==> src/inc/fsps_cfg.svh <==
// constants of the flash self-program sequencer
`ifndef FSPS_CFG_SVH
`define FSPS_CFG_SVH
// ----------------------------------------
// control register layout
// ----------------------------------------
`define FSPS_CON_START   15
`define FSPS_CON_EN      14
`define FSPS_CON_ERR     13
`define FSPS_CON_ERASE   6
`define FSPS_OP_W        4
`define FSPS_OP_ROW      4'h1
`define FSPS_OP_PAGE     4'h2
`define FSPS_OP_WORD     4'h3
`define FSPS_KEY_FIRST   8'h55
`define FSPS_KEY_SECOND  8'haa
// ----------------------------------------
// array geometry, program address units
// ----------------------------------------
`define FSPS_BUF_WORDS   64
`define FSPS_ROW_LSB     7
`define FSPS_PAGE_LSB    10
// ----------------------------------------
// timing
// ----------------------------------------
`define FSPS_RC_KHZ      7370
`define FSPS_PCLK_KHZ    250000
`define FSPS_ROW_RC      11064
`define FSPS_WORD_RC     1000
`define FSPS_PAGE_RC     10000
// ----------------------------------------
// host apb map
// ----------------------------------------
`define FSPS_A_CMD       12'h000
`define FSPS_A_DATA      12'h004
`define FSPS_A_STAT      12'h008
`endif

==> src/inc/fsps_pkg.sv <==
// types shared by both ends of the sequencer
package fsps_pkg;
   typedef enum logic [3:0] {
      FSPS_K_TWL,
      FSPS_K_TWH,
      FSPS_K_TRL,
      FSPS_K_TRH,
      FSPS_K_CON_WR,
      FSPS_K_CON_RD,
      FSPS_K_KEY_WR,
      FSPS_K_PAG_WR,
      FSPS_K_PAG_RD
   } fsps_kind_t;
   typedef enum logic [1:0] {
      FSPS_A_ROW,
      FSPS_A_WORD,
      FSPS_A_PAGE
   } fsps_aop_t;
endpackage

==> src/inc/fsps_if.sv <==
// cpu to sequencer access channel
`timescale 1ns/1ps
interface fsps_if;
   import fsps_pkg::*;
   logic        req;
   fsps_kind_t  kind;
   logic        byte_mode;
   logic        byte_sel;
   logic [15:0] eff_addr;
   logic [15:0] wdata;
   logic        ack;
   logic [15:0] rdata;
   logic        stall;
   modport dev (input req, kind, byte_mode, byte_sel, eff_addr, wdata,
                output ack, rdata, stall);
   modport cpu (output req, kind, byte_mode, byte_sel, eff_addr, wdata,
                input ack, rdata, stall);
endinterface

==> src/logic/fsps_timer.sv <==
// self-timed operation counter
`timescale 1ns/1ps
module fsps_timer
#(
   parameter int W = 24
)
(
   input  wire logic         pclk,
   input  wire logic         presetn,
   input  wire logic         load,
   input  wire logic [W-1:0] count,
   output logic              busy,
   output logic              done
);
   logic [W-1:0] cnt_q;

   always_ff @(posedge pclk or negedge presetn)
   begin
      if (!presetn)
      begin
         cnt_q <= '0;
      end
      else if (load)
      begin
         cnt_q <= count;
      end
      else if (cnt_q != '0)
      begin
         cnt_q <= cnt_q - W'(1);
      end
   end

   always_ff @(posedge pclk or negedge presetn)
   begin
      if (!presetn)
      begin
         done <= 1'b0;
      end
      else
      begin
         done <= (cnt_q == W'(1)) && !load;
      end
   end

   assign busy = (cnt_q != '0);
endmodule // fsps_timer

==> src/logic/fsps_device.sv <==
// sequencer end: holding buffer, address, key, control, timing
//
// The placing of the registers and the APB slave port are this design's own decisions.
`timescale 1ns/1ps
`include "fsps_cfg.svh"
// How it works
// - rows of 64 words; row or word program
// - page erase clears eight rows at once
// - pages and rows aligned from memory start
// - 64-word buffer loaded in aligned order
// - cpu fills buffer with 64 pairs first
// - table write touches buffer only, two cycles
// - address is table page joined to offset
// - low table access covers bits 15..0
// - high table access covers bits 23..16
// - start bit launches, hardware clears it
// - cpu stalled while operation runs
// - write-only key, 55 then aa
// - erase with code 0010 erases page
// - no erase, code 0001 programs row
// - no erase, code 0011 programs word; other codes start no array operation
// - control bits cleared only by power-on
// - cpu sets erase address by table write
// - cpu puts two nops after start
// - duration fixed in rc cycles at 7.37mhz
// - one start command per row
module fsps_device
   import fsps_pkg::*;
#(
   parameter int unsigned ROW_CYC  = int'((64'(`FSPS_ROW_RC)
      * 64'(`FSPS_PCLK_KHZ) + 64'(`FSPS_RC_KHZ) - 64'd1)
      / 64'(`FSPS_RC_KHZ)),
   parameter int unsigned WORD_CYC = int'((64'(`FSPS_WORD_RC)
      * 64'(`FSPS_PCLK_KHZ) + 64'(`FSPS_RC_KHZ) - 64'd1)
      / 64'(`FSPS_RC_KHZ)),
   parameter int unsigned PAGE_CYC = int'((64'(`FSPS_PAGE_RC)
      * 64'(`FSPS_PCLK_KHZ) + 64'(`FSPS_RC_KHZ) - 64'd1)
      / 64'(`FSPS_RC_KHZ)),
   parameter int          TW       = 24
)
(
   input  wire logic        pclk,
   input  wire logic        presetn,
   input  wire logic        sys_rst_n,
   fsps_if.dev              bus,
   output logic             arr_start,
   output fsps_aop_t        arr_op,
   output logic [23:0]      arr_addr,
   output logic [23:0]      arr_raddr,
   input  wire logic [23:0] arr_rdata,
   input  wire logic [5:0]  buf_idx,
   output logic [23:0]      buf_word,
   output logic             arr_busy
);
   localparam int BW = $clog2(`FSPS_BUF_WORDS);
   typedef enum logic [1:0] {KEY_IDLE, KEY_HALF, KEY_OPEN} fsps_key_t;

   logic [23:0]        hold_q [`FSPS_BUF_WORDS];
   logic [7:0]         page_q;
   logic [23:0]        tgt_q;
   logic               start_q, en_q, err_q, erase_q;
   logic [`FSPS_OP_W-1:0] op_q;
   fsps_key_t          key_q;
   logic               ack_q;
   logic [15:0]        rdata_q;
   logic               take, con_wr, start_req, op_ok;
   logic [23:0]        addr;
   logic [BW-1:0]      widx;
   logic [TW-1:0]      tload;
   logic               tbusy, tdone;
   logic               erase_w;
   logic [`FSPS_OP_W-1:0] op_w;

   // ----------------------------------------
   // access acceptance
   // ----------------------------------------
   assign take      = bus.req && !ack_q && !tbusy;
   assign addr      = {page_q, bus.eff_addr};
   assign widx      = bus.eff_addr[BW:1];
   assign con_wr    = take && (bus.kind == FSPS_K_CON_WR);
   assign start_req = con_wr && bus.wdata[`FSPS_CON_START];
   assign erase_w   = bus.wdata[`FSPS_CON_ERASE];
   assign op_w      = bus.wdata[`FSPS_OP_W-1:0];
   assign op_ok     = erase_w ? (op_w == `FSPS_OP_PAGE)
                              : (op_w == `FSPS_OP_ROW ||
                                 op_w == `FSPS_OP_WORD);
   assign bus.ack   = ack_q;
   assign bus.rdata = rdata_q;
   assign bus.stall = tbusy;
   assign arr_raddr = addr;
   assign arr_busy  = tbusy;
   assign buf_word  = hold_q[buf_idx];

   // each access answers one cycle after it is seen: two cycles total
   always_ff @(posedge pclk or negedge presetn)
   begin
      if (!presetn)
      begin
         ack_q <= 1'b0;
      end
      else
      begin
         ack_q <= take;
      end
   end

   // ----------------------------------------
   // holding buffer, written only by table writes
   // ----------------------------------------
   for (genvar i = 0; i < `FSPS_BUF_WORDS; i++)
   begin : g_hold
      always_ff @(posedge pclk or negedge presetn)
      begin
         if (!presetn)
         begin
            hold_q[i] <= '0;
         end
         else if (take && widx == BW'(i))
         begin
            if (bus.kind == FSPS_K_TWL)
            begin
               if (!bus.byte_mode)
                  hold_q[i][15:0] <= bus.wdata;
               else if (bus.byte_sel)
                  hold_q[i][15:8] <= bus.wdata[7:0];
               else
                  hold_q[i][7:0] <= bus.wdata[7:0];
            end
            // phantom upper byte is dropped
            else if (bus.kind == FSPS_K_TWH &&
                     !(bus.byte_mode && bus.byte_sel))
            begin
               hold_q[i][23:16] <= bus.wdata[7:0];
            end
         end
      end
   end

   // ----------------------------------------
   // table page and latched target address
   // ----------------------------------------
   always_ff @(posedge pclk or negedge presetn)
   begin
      if (!presetn)
      begin
         page_q <= '0;
         tgt_q  <= '0;
      end
      else if (!sys_rst_n)
      begin
         page_q <= '0;
      end
      else if (take)
      begin
         if (bus.kind == FSPS_K_PAG_WR)
            page_q <= bus.wdata[7:0];
         if (bus.kind == FSPS_K_TWL || bus.kind == FSPS_K_TWH)
            tgt_q <= addr;
      end
   end

   // ----------------------------------------
   // read data
   // ----------------------------------------
   always_ff @(posedge pclk or negedge presetn)
   begin
      if (!presetn)
      begin
         rdata_q <= '0;
      end
      else if (take)
      begin
         unique case (bus.kind)
            FSPS_K_TRL:
               if (!bus.byte_mode)
                  rdata_q <= arr_rdata[15:0];
               else
                  rdata_q <= {8'h00, bus.byte_sel ? arr_rdata[15:8]
                                                  : arr_rdata[7:0]};
            FSPS_K_TRH:
               rdata_q <= {8'h00, (bus.byte_mode && bus.byte_sel)
                                  ? 8'h00 : arr_rdata[23:16]};
            FSPS_K_CON_RD:
               rdata_q <= {start_q, en_q, err_q, 6'h00, erase_q,
                           2'h0, op_q};
            FSPS_K_PAG_RD:
               rdata_q <= {8'h00, page_q};
            default:
               rdata_q <= '0;
         endcase
      end
   end

   // ----------------------------------------
   // unlock key; any other write breaks it
   // ----------------------------------------
   always_ff @(posedge pclk or negedge presetn)
   begin
      if (!presetn)
      begin
         key_q <= KEY_IDLE;
      end
      else if (!sys_rst_n)
      begin
         key_q <= KEY_IDLE;
      end
      else if (take)
      begin
         if (bus.kind == FSPS_K_KEY_WR)
         begin
            if (bus.wdata[7:0] == `FSPS_KEY_FIRST)
               key_q <= KEY_HALF;
            else if (key_q == KEY_HALF &&
                     bus.wdata[7:0] == `FSPS_KEY_SECOND)
               key_q <= KEY_OPEN;
            else
               key_q <= KEY_IDLE;
         end
         else if (bus.kind != FSPS_K_TRL && bus.kind != FSPS_K_TRH &&
                  bus.kind != FSPS_K_CON_RD && bus.kind != FSPS_K_PAG_RD)
         begin
            key_q <= KEY_IDLE;
         end
      end
   end

   // ----------------------------------------
   // control register, cleared by power-on only
   // ----------------------------------------
   always_ff @(posedge pclk or negedge presetn)
   begin
      if (!presetn)
      begin
         en_q    <= 1'b0;
         erase_q <= 1'b0;
         op_q    <= '0;
      end
      else if (con_wr)
      begin
         en_q    <= bus.wdata[`FSPS_CON_EN];
         erase_q <= erase_w;
         op_q    <= op_w;
      end
   end

   // start only with key open and enable set in the same write
   assign arr_start = start_req && key_q == KEY_OPEN &&
                      bus.wdata[`FSPS_CON_EN] && op_ok;

   always_ff @(posedge pclk or negedge presetn)
   begin
      if (!presetn)
      begin
         start_q <= 1'b0;
      end
      else if (arr_start)
      begin
         start_q <= 1'b1;
      end
      else if (tdone)
      begin
         start_q <= 1'b0;
      end
   end

   // set wins over a software clear in the same write
   always_ff @(posedge pclk or negedge presetn)
   begin
      if (!presetn)
      begin
         err_q <= 1'b0;
      end
      else if (start_req && (key_q != KEY_OPEN ||
               !bus.wdata[`FSPS_CON_EN]))
      begin
         err_q <= 1'b1;
      end
      else if (con_wr)
      begin
         err_q <= bus.wdata[`FSPS_CON_ERR];
      end
   end

   // ----------------------------------------
   // array operation and self timing
   // ----------------------------------------
   always_comb
   begin
      arr_op   = FSPS_A_WORD;
      arr_addr = tgt_q;
      tload    = TW'(WORD_CYC);
      if (erase_w)
      begin
         arr_op   = FSPS_A_PAGE;
         arr_addr = {tgt_q[23:`FSPS_PAGE_LSB], `FSPS_PAGE_LSB'(0)};
         tload    = TW'(PAGE_CYC);
      end
      else if (op_w == `FSPS_OP_ROW)
      begin
         arr_op   = FSPS_A_ROW;
         arr_addr = {tgt_q[23:`FSPS_ROW_LSB], `FSPS_ROW_LSB'(0)};
         tload    = TW'(ROW_CYC);
      end
   end

   fsps_timer #(
      .W       (TW)
   ) u_timer (
      .pclk    (pclk),
      .presetn (presetn),
      .load    (arr_start),
      .count   (tload),
      .busy    (tbusy),
      .done    (tdone)
   );

endmodule // fsps_device

==> src/flat_wrapper.sv <==
// flat-port wrapper written by rule: the top's interface ports become plain ports
module fsps_device_flat import fsps_pkg::*;
#(
   parameter int unsigned ROW_CYC  = int'((64'(`FSPS_ROW_RC)
      * 64'(`FSPS_PCLK_KHZ) + 64'(`FSPS_RC_KHZ) - 64'd1)
      / 64'(`FSPS_RC_KHZ)),
   parameter int unsigned WORD_CYC = int'((64'(`FSPS_WORD_RC)
      * 64'(`FSPS_PCLK_KHZ) + 64'(`FSPS_RC_KHZ) - 64'd1)
      / 64'(`FSPS_RC_KHZ)),
   parameter int unsigned PAGE_CYC = int'((64'(`FSPS_PAGE_RC)
      * 64'(`FSPS_PCLK_KHZ) + 64'(`FSPS_RC_KHZ) - 64'd1)
      / 64'(`FSPS_RC_KHZ)),
   parameter int          TW       = 24
)
  (pclk, presetn, sys_rst_n, arr_start, arr_op, arr_addr, arr_raddr, arr_rdata, buf_idx, buf_word, arr_busy, bus_req, bus_kind, bus_byte_mode, bus_byte_sel, bus_eff_addr, bus_wdata, bus_ack, bus_rdata, bus_stall);
  fsps_if bus_i ();
  input  wire logic pclk;
  input  wire logic presetn;
  input  wire logic sys_rst_n;
  output logic arr_start;
  output fsps_aop_t arr_op;
  output logic [23:0] arr_addr;
  output logic [23:0] arr_raddr;
  input  wire logic [23:0] arr_rdata;
  input  wire logic [5:0] buf_idx;
  output logic [23:0] buf_word;
  output logic arr_busy;
  input wire logic [$bits(bus_i.req)-1:0] bus_req;
  input wire logic [$bits(bus_i.kind)-1:0] bus_kind;
  input wire logic [$bits(bus_i.byte_mode)-1:0] bus_byte_mode;
  input wire logic [$bits(bus_i.byte_sel)-1:0] bus_byte_sel;
  input wire logic [$bits(bus_i.eff_addr)-1:0] bus_eff_addr;
  input wire logic [$bits(bus_i.wdata)-1:0] bus_wdata;
  output wire logic [$bits(bus_i.ack)-1:0] bus_ack;
  output wire logic [$bits(bus_i.rdata)-1:0] bus_rdata;
  output wire logic [$bits(bus_i.stall)-1:0] bus_stall;
  assign bus_i.req = bus_req;
  assign bus_i.kind = bus_kind;
  assign bus_i.byte_mode = bus_byte_mode;
  assign bus_i.byte_sel = bus_byte_sel;
  assign bus_i.eff_addr = bus_eff_addr;
  assign bus_i.wdata = bus_wdata;
  assign bus_ack = bus_i.ack;
  assign bus_rdata = bus_i.rdata;
  assign bus_stall = bus_i.stall;
  fsps_device #(.ROW_CYC(ROW_CYC), .WORD_CYC(WORD_CYC), .PAGE_CYC(PAGE_CYC), .TW(TW)) u_core (.pclk(pclk), .presetn(presetn), .sys_rst_n(sys_rst_n), .bus(bus_i), .arr_start(arr_start), .arr_op(arr_op), .arr_addr(arr_addr), .arr_raddr(arr_raddr), .arr_rdata(arr_rdata), .buf_idx(buf_idx), .buf_word(buf_word), .arr_busy(arr_busy));
endmodule
==> config.mk <==
export PLATFORM = sky130hd
export DESIGN_NAME = fsps_device_flat
export DESIGN_NICKNAME = d
export VERILOG_FILES = /design/src/inc/fsps_pkg.sv /design/src/inc/fsps_if.sv /design/src/logic/fsps_timer.sv /design/src/logic/fsps_device.sv /design/src/flat_wrapper.sv
export VERILOG_INCLUDE_DIRS = /design/src /design/src/inc
export SDC_FILE = /design/constraint.sdc
export NUM_CORES = 2
export LEC_CHECK = 0
export BUFFER_PORTS_ARGS = -buffer_cell sky130_fd_sc_hd__clkbuf_2
export CAP_MARGIN = 25
export CORE_ASPECT_RATIO = 0.8
export CORE_MARGIN = 2
export CORE_UTILIZATION = 30
export CTS_CLUSTER_SIZE = 10
export DETAILED_ROUTE_END_ITERATION = 16
export SETUP_SLACK_MARGIN = 0.15
export SYNTH_ARGS = -nofsm -noshare
export SYNTH_HDL_FRONTEND = slang
export SYNTH_HIERARCHICAL = 1
export SYNTH_SLANG_ARGS = --single-unit
==> constraint.sdc <==
create_clock -name pclk -period 12.8 [get_ports pclk]
set_clock_uncertainty 0.2 [all_clocks]
set_input_delay 1.28 -clock pclk [delete_from_list [all_inputs] [get_ports pclk]]
set_output_delay 1.28 -clock pclk [all_outputs]
set_load 0.005 [all_outputs]
## Yosys cells after proc, flatten, opt, wreduce, memory -nomap -nowiden

Index checks and enable logic that the tools add are counted.

- Register bits after elaboration: 1620
- Output and inout bits: 94

- Add/subtract/negate cells: 1
- Order comparisons: 1
- Equality and inequality tests: 89
- Multiplexer cells: 32
- Bitwise operators: 2
- Reduce and logical (&&, ||, !) cells: 288

Operator list:

| kind | count |
|---|---|
| AND reduction 3 bit | 193 |
| equality test 6 bit (second input constant) | 32 |
| binary-select mux 24 bit (select 6 bit) | 1 |
| equality test 6 x 5 -> 1 bit (second input constant) | 16 |
| two-way mux 24 bit | 4 |
| logical AND 1 bit | 79 |
| one-hot mux 16 bit (4 select lines) | 1 |
| two-way mux 8 bit | 7 |
| equality test 6 x 4 -> 1 bit (second input constant) | 8 |
| two-way mux 19 bit | 2 |
| two-way mux 16 bit | 2 |
| equality test 24 x 1 -> 1 bit (second input constant) | 1 |
| equality test 6 x 3 -> 1 bit (second input constant) | 4 |
| nonzero test 24 bit | 1 |
| subtractor 24 x 1 -> 24 bit (second input constant) | 1 |
| equality test 4 x 2 -> 1 bit (second input constant) | 4 |
| equality test 4 x 3 -> 1 bit (second input constant) | 4 |
| two-way mux 2 bit | 7 |
| equality test 6 x 2 -> 1 bit (second input constant) | 2 |
| two-way mux 10 bit | 1 |
| equality test 4 x 1 -> 1 bit (second input constant) | 2 |
| equality test 8 x 7 -> 1 bit (second input constant) | 1 |
| equality test 8 bit (second input constant) | 1 |
| inequality test 4 x 2 -> 1 bit (second input constant) | 2 |
| 20 further kinds | 37 |

## Logic depth before layout (Yosys ltp)

- Word-level depth: 10
- Depth in mapped cells: 16
- Gate-level depth less buffers: 13

## By module

Netlist, hierarchy kept.

Modules (own cells, without submodules):

| module | times used | cells each | area an instance (um^2) | sequential area each (um^2) |
|---|---|---|---|---|
| fsps_device | 1 | 5571 | 73953.4 | 39913.3 |
| fsps_timer | 1 | 154 | 1461.4 | 625.6 |

## Least setup slack after synthesis

OpenSTA, ideal clock, no wires.

- Kind: reg2out
- Start point: reg u_core.u_timer.cnt_q[4]
- End point: out arr_start
- Arrival time: 3433 ps
- Setup slack: 7887 ps
- Cell stages (with the launch flop): 12
- Buffers on the path: 3
- Cells stage by stage: dfrtp_1 nor4_4 nand4_4 nor3_4 buf_4 inv_1 or3b_1 buf_2 buf_4 nor3b_2 nand2_1 nor4_1

- Cells in the longest elaborated chain, start to end: 8

RTL lines:

| element | line | source |
|---|---|---|
| start, declared | fsps_timer.sv:15 | `logic [W-1:0] cnt_q;` |
| start signal, assigned | fsps_timer.sv:25 | `cnt_q <= count;` |
| start signal, assigned | fsps_timer.sv:29 | `cnt_q <= cnt_q - W'(1);` |
| nonzero test 24 bit | fsps_timer.sv:45 | `assign busy = (cnt_q != '0);` |
| via arr_busy | flat_wrapper.sv:27 | `output logic arr_busy;` |
| logical NOT 1 bit | fsps_device.sv:77 | `assign take = bus.req && !ack_q && !tbusy;` |
| logical AND 1 bit | fsps_device.sv:77 |  |
| logical AND 1 bit | fsps_device.sv:80 | `assign con_wr = take && (bus.kind == FSPS_K_CON_WR);` |
| logical AND 1 bit | fsps_device.sv:81 | `` assign start_req = con_wr && bus.wdata[`FSPS_CON_START]; `` |
| logical AND 1 bit (3 in a row) | fsps_device.sv:247 | `assign arr_start = start_req && key_q == KEY_OPEN &&` |
| end, declared | flat_wrapper.sv:20 | `output logic arr_start;` |

The timed path passes the listed nets, and every way through them passes these cells.

## Worst setup path in the final report

- Start point: in buf_idx[0]
- End point: out buf_word[7]

- Cells in the longest elaborated chain, start to end: 4

RTL lines:

| element | line | source |
|---|---|---|
| start, declared | flat_wrapper.sv:25 | `input wire logic [5:0] buf_idx;` |
| inverter 6 -> 7 bit (not written as such) | fsps_device.sv:92 | `assign buf_word = hold_q[buf_idx];` |
| binary-select mux 24 bit (select 6 bit) | fsps_device.sv:92 |  |
| two-way mux 24 bit (not written as such) (2 in a row) | fsps_device.sv:92 |  |
| end, declared | flat_wrapper.sv:26 | `output logic [23:0] buf_word;` |

Every way passes these cells. The select of a mux whose other input is x is not followed.

==> qor.log <==
[detailed_routing] via total after detailed routing 47500
[power] total power 10.3 mW
[setup_path] Worst path top cell family by delay buffers and inverters
[clock_network] clock tree from TritonCTS done
[power] Gate power share 5.7%
[setup_path] cell count of the worst reg-to-reg path 10
[timing] worst-margin pin slew 1220 ps
[power] worst vdd rail ir drop 160 uV
[power] Sequential Power Share 49.8%
[synth] cell taking the most area after synthesis sky130_fd_sc_hd__dfrtp_1
[grt] Total Routing Usage GR 16.6%
[grt] met1 usage in global routing 24.3%
[finish] commonest non-fill, non-tap cell in the layout sky130_fd_sc_hd__dfrtp_1
[timing] slew margin rel. 18.0%
[timing] Final setup viols 0
[synth] async set-or-reset flop fraction in the synthesized netlist 100%
[timing] RSZ-0062 raised after global routing false
[setup_path] slowest stage cell on the critical path sky130_fd_sc_hd__buf_4
[grt] GR peak layer met2
[grt] met2 track utilization from global routing 24.6%
[worst_hold_path] Hold Path Cell Cnt 2
[synth] share of the synthesized area in the top cell type 53.8%
[grt] vias in the first global route 49100
[floorplan] standard cell core area 250000 um2
[timing] timing-limited maximum frequency 143 MHz
[detailed_routing] wire per inst 23.4 um
[placement] count of port buffers added during placement 165
[floorplan] Die Footprint 255000 um2
[timing] count of endpoints failing hold in the final timing report 0
[flow_run] total of max-cap violations 0
[power] power density of the placed cells 122 nW/um2
[grt] met3 track demand over resource 3.65%
[synth] Unique masters post-synth 72
[synth] synthesized area 75400 um2
[synth] post-synthesis sequential area ratio 53.8%
[grt] maximum number of pins on one net before global-route repair 184
[power] Leak Pwr 39.3 nW
[timing] max-slew violation count 0
[synth] Synthesis Warnings 6
[setup_path] CP Max Fanout 50
[setup_path] cell breakdown of the critical path buf_8 -> buf_4 -> buf_4 -> mux4_2 -> mux2i_1 -> o21ai_0 -> o22ai_1 -> nor3_1 -> clkbuf_2
[clock_network] count of H-tree levels built during CTS 4
[setup_path] slowest cell delay on critical path 830 ps
[setup_path] CP Data Required Time 11320 ps
[setup_path] Most common cell on crit path sky130_fd_sc_hd__buf_4
[power] net switching share of the total power 24.1%
[placement] post-DP HPWL 133 mm
[grt] antenna violations before repair 8
[floorplan] count of pins on the block boundary 166
[synth] post-synthesis sequential element count 1620
[worst_hold_path] type of the tightest min-delay check register to register
[finish] fraction of layout instances using a drive strength above 1 38.1%
[finish] most frequent cells in the layout sky130_fd_sc_hd__dfrtp_1, sky130_fd_sc_hd__mux2_2, sky130_fd_sc_hd__nand2_1
[clock_network] clock-pin transition on the worst setup and hold timing paths 50 ps
[detailed_routing] Via-to-Cell Ratio 5.24
[detailed_routing] number of detailed-route iterations in the first pass 5
[floorplan] floorplan die width 565 um
[setup_path] number of buffers and inverters on the critical path 4
[setup_path] Worst path depth 9
[outcome] status finished clean
[finish] nets 5794
[detailed_routing] drt initial violations 3930
[clock_network] number of buffers inserted during clock tree synthesis 181
[clock_network] Worst-Skew Late Latency 820 ps
[floorplan] initial cell density of the core 30.2%
[detailed_routing] Final Routed Wirelength 212 mm
[detailed_routing] Antenna Violating Nets Remaining 0
[grt] global-route wire length before repair 321 mm
[timing] crit share post-route 54.7%
[synth] number of enable flip-flop cells after synthesis 0
[clock_network] CTS sink count 1620
[finish] final-layout fill cell count 24200
[clock_network] cell at the root of the clock tree sky130_fd_sc_hd__clkbuf_16
[grt] overflow left after global routing 0
[setup_path] category of the most critical setup path primary input to output port
[clock_network] hold buffers post-CTS 0
[placement] GP Congestion 0.816
[power] Internal Power 7.81 mW
[timing] Final min period 7000 ps
[synth] average instance area after synthesis 13.2 um2
[clock_network] post_cts resized 0
[floorplan] height of the die 452 um
[finish] post-synthesis to final-layout area growth 12.0%
[synth] cell types with the largest area share after synthesis sky130_fd_sc_hd__dfrtp_1, sky130_fd_sc_hd__mux2_2, sky130_fd_sc_hd__mux4_2
[synth] commonest register cell after synthesis sky130_fd_sc_hd__dfrtp_1
[power] Clock power frac 44.5%
[timing] Post-Route Setup TNS 0 ps
[setup_path] endpoint class of the critical path output port
[detailed_routing] DRC 0
[power] reported net switching power 2.49 mW
[synth] number of standard cells after synthesis 5725
[clock_network] setup bufs post-CTS 0
[floorplan] row count 164
[setup_path] startpoint class of the critical path primary input
[clock_network] Longest Clk Path Bufs 3
[setup_path] Worst Path Arrival 5520 ps
-- cells in the mapped netlist, drive strengths merged (4+ instances only) --
library cell,instances
nand2,363
a21oi,294
xor2,7
nand3b,8
a221o,8
nor2b,82
nand3,97
xnor2,13
inv,12
mux2i,104
mux2,1235
clkbuf,266
nand4,8
or2,4
a22oi,5
nor3b,7
dfrtp,1620
and3,5
o31ai,14
nand2b,10
a22o,5
mux4,298
nor2,376
buf,207
nor4,11
a211oi,61
nor3,153
o22ai,83
and2,8
a2111oi,7
o21ai,321
-- power groups by stage --
stage / registers, mW / clock network (mW) / logic, mW
after global placement: 5.22 / 0 / 0.578
after floorplan: 5.22 / 0 / 0.275
after global routing: 5.13 / 4.92 / 0.634
final: 5.13 / 4.58 / 0.589
after CTS: 5.13 / 4.70 / 0.587
after detailed placement: 5.22 / 0 / 0.586
-- path summary, 6_finish.rpt --
kind	end	slack, ps	start
worst max-delay path	buf_word[7]	5800	buf_idx[0]
worst min-delay path	u_core/hold_q[1239]	270	u_core/hold_q[1239]
worst max register to register	u_core/hold_q[80]	7050	u_core/u_timer/cnt_q[4]
worst min register to register	u_core/hold_q[1239]	270	u_core/hold_q[1239]
max in group asynchronous	u_core/hold_q[1455]	9670	presetn
min in group asynchronous	u_core/tgt_q[0]	280	presetn
-- layer usage --
layer | vias up | part of all wire (%) | wire length [um]
li1 | 20600 | - | -
met1 | 25200 | 47 | 99800
met2 | 1394 | 44 | 93100
met3 | 268 | 6.9 | 14700
met4 | 0 | 2.1 | 4400
met5 | - | 0 | 0
-- registers in the layout (all words and copies together) (netlist names), 2 cells and up --
| signal | cells |
|---|---|
| u_core/hold_q | 1536 |
| u_core/tgt_q | 24 |
| u_core/u_timer/cnt_q | 24 |
| u_core/bus.rdata | 16 |
| u_core/page_q | 8 |
| u_core/op_q | 4 |
| u_core/key_q | 2 |
-- area by class of cell --
| cell class | instances | area (um2) | area share [%] |
|---|---|---|---|
| Antenna cell | 3 | 7.51 | 0.00889 |
| Clock buffer | 190 | 4640 | 5.49 |
| Clock inverter | 14 | 244 | 0.289 |
| Inverter | 13 | 48.8 | 0.0578 |
| Multi-Input combinational cell | 3629 | 32800 | 38.9 |
| Sequential cell | 1620 | 40500 | 48.0 |
| Tap cell | 3320 | 4150 | 4.92 |
| Timing Repair Buffer | 274 | 2020 | 2.39 |
-- metrics by stage --
stage | hold WS [ps] | cell area [um2] | cells | worst slack, ps | util, %
after global placement | 253 | 79300 | 8836 | 5340 | 31.7
after detailed placement | 265 | 79300 | 8841 | 5740 | 31.8
after floorplan | 242 | 75500 | 5735 | 7890 | -
after CTS | 277 | 84200 | 9045 | 5730 | 33.7
final | 273 | 84500 | 9063 | 5800 | 33.8
after global routing | 295 | 84500 | 9062 | 5570 | 33.8
-- worst min-delay path, delay by kind of cell (launching register included) --
family,cells,cell delay [ps]
and+or+nand+nor,1,40
AOI/OAI and AO/OA,1,60
DFF,1,330
-- cells by family after synthesis --
group	Yosys count	share of synthesized area, %
muxes	1637	28.7
other	2	0.00996
AOI/OAI and AO/OA	815	6.02
adders and majority gates	3	0.0498
DFF	1620	53.8
and+or+nand+nor	1142	8.26
buffers and inverters	486	2.96
xor gates and xnor gates	20	0.232
Power figures use the tool's default switching activity.
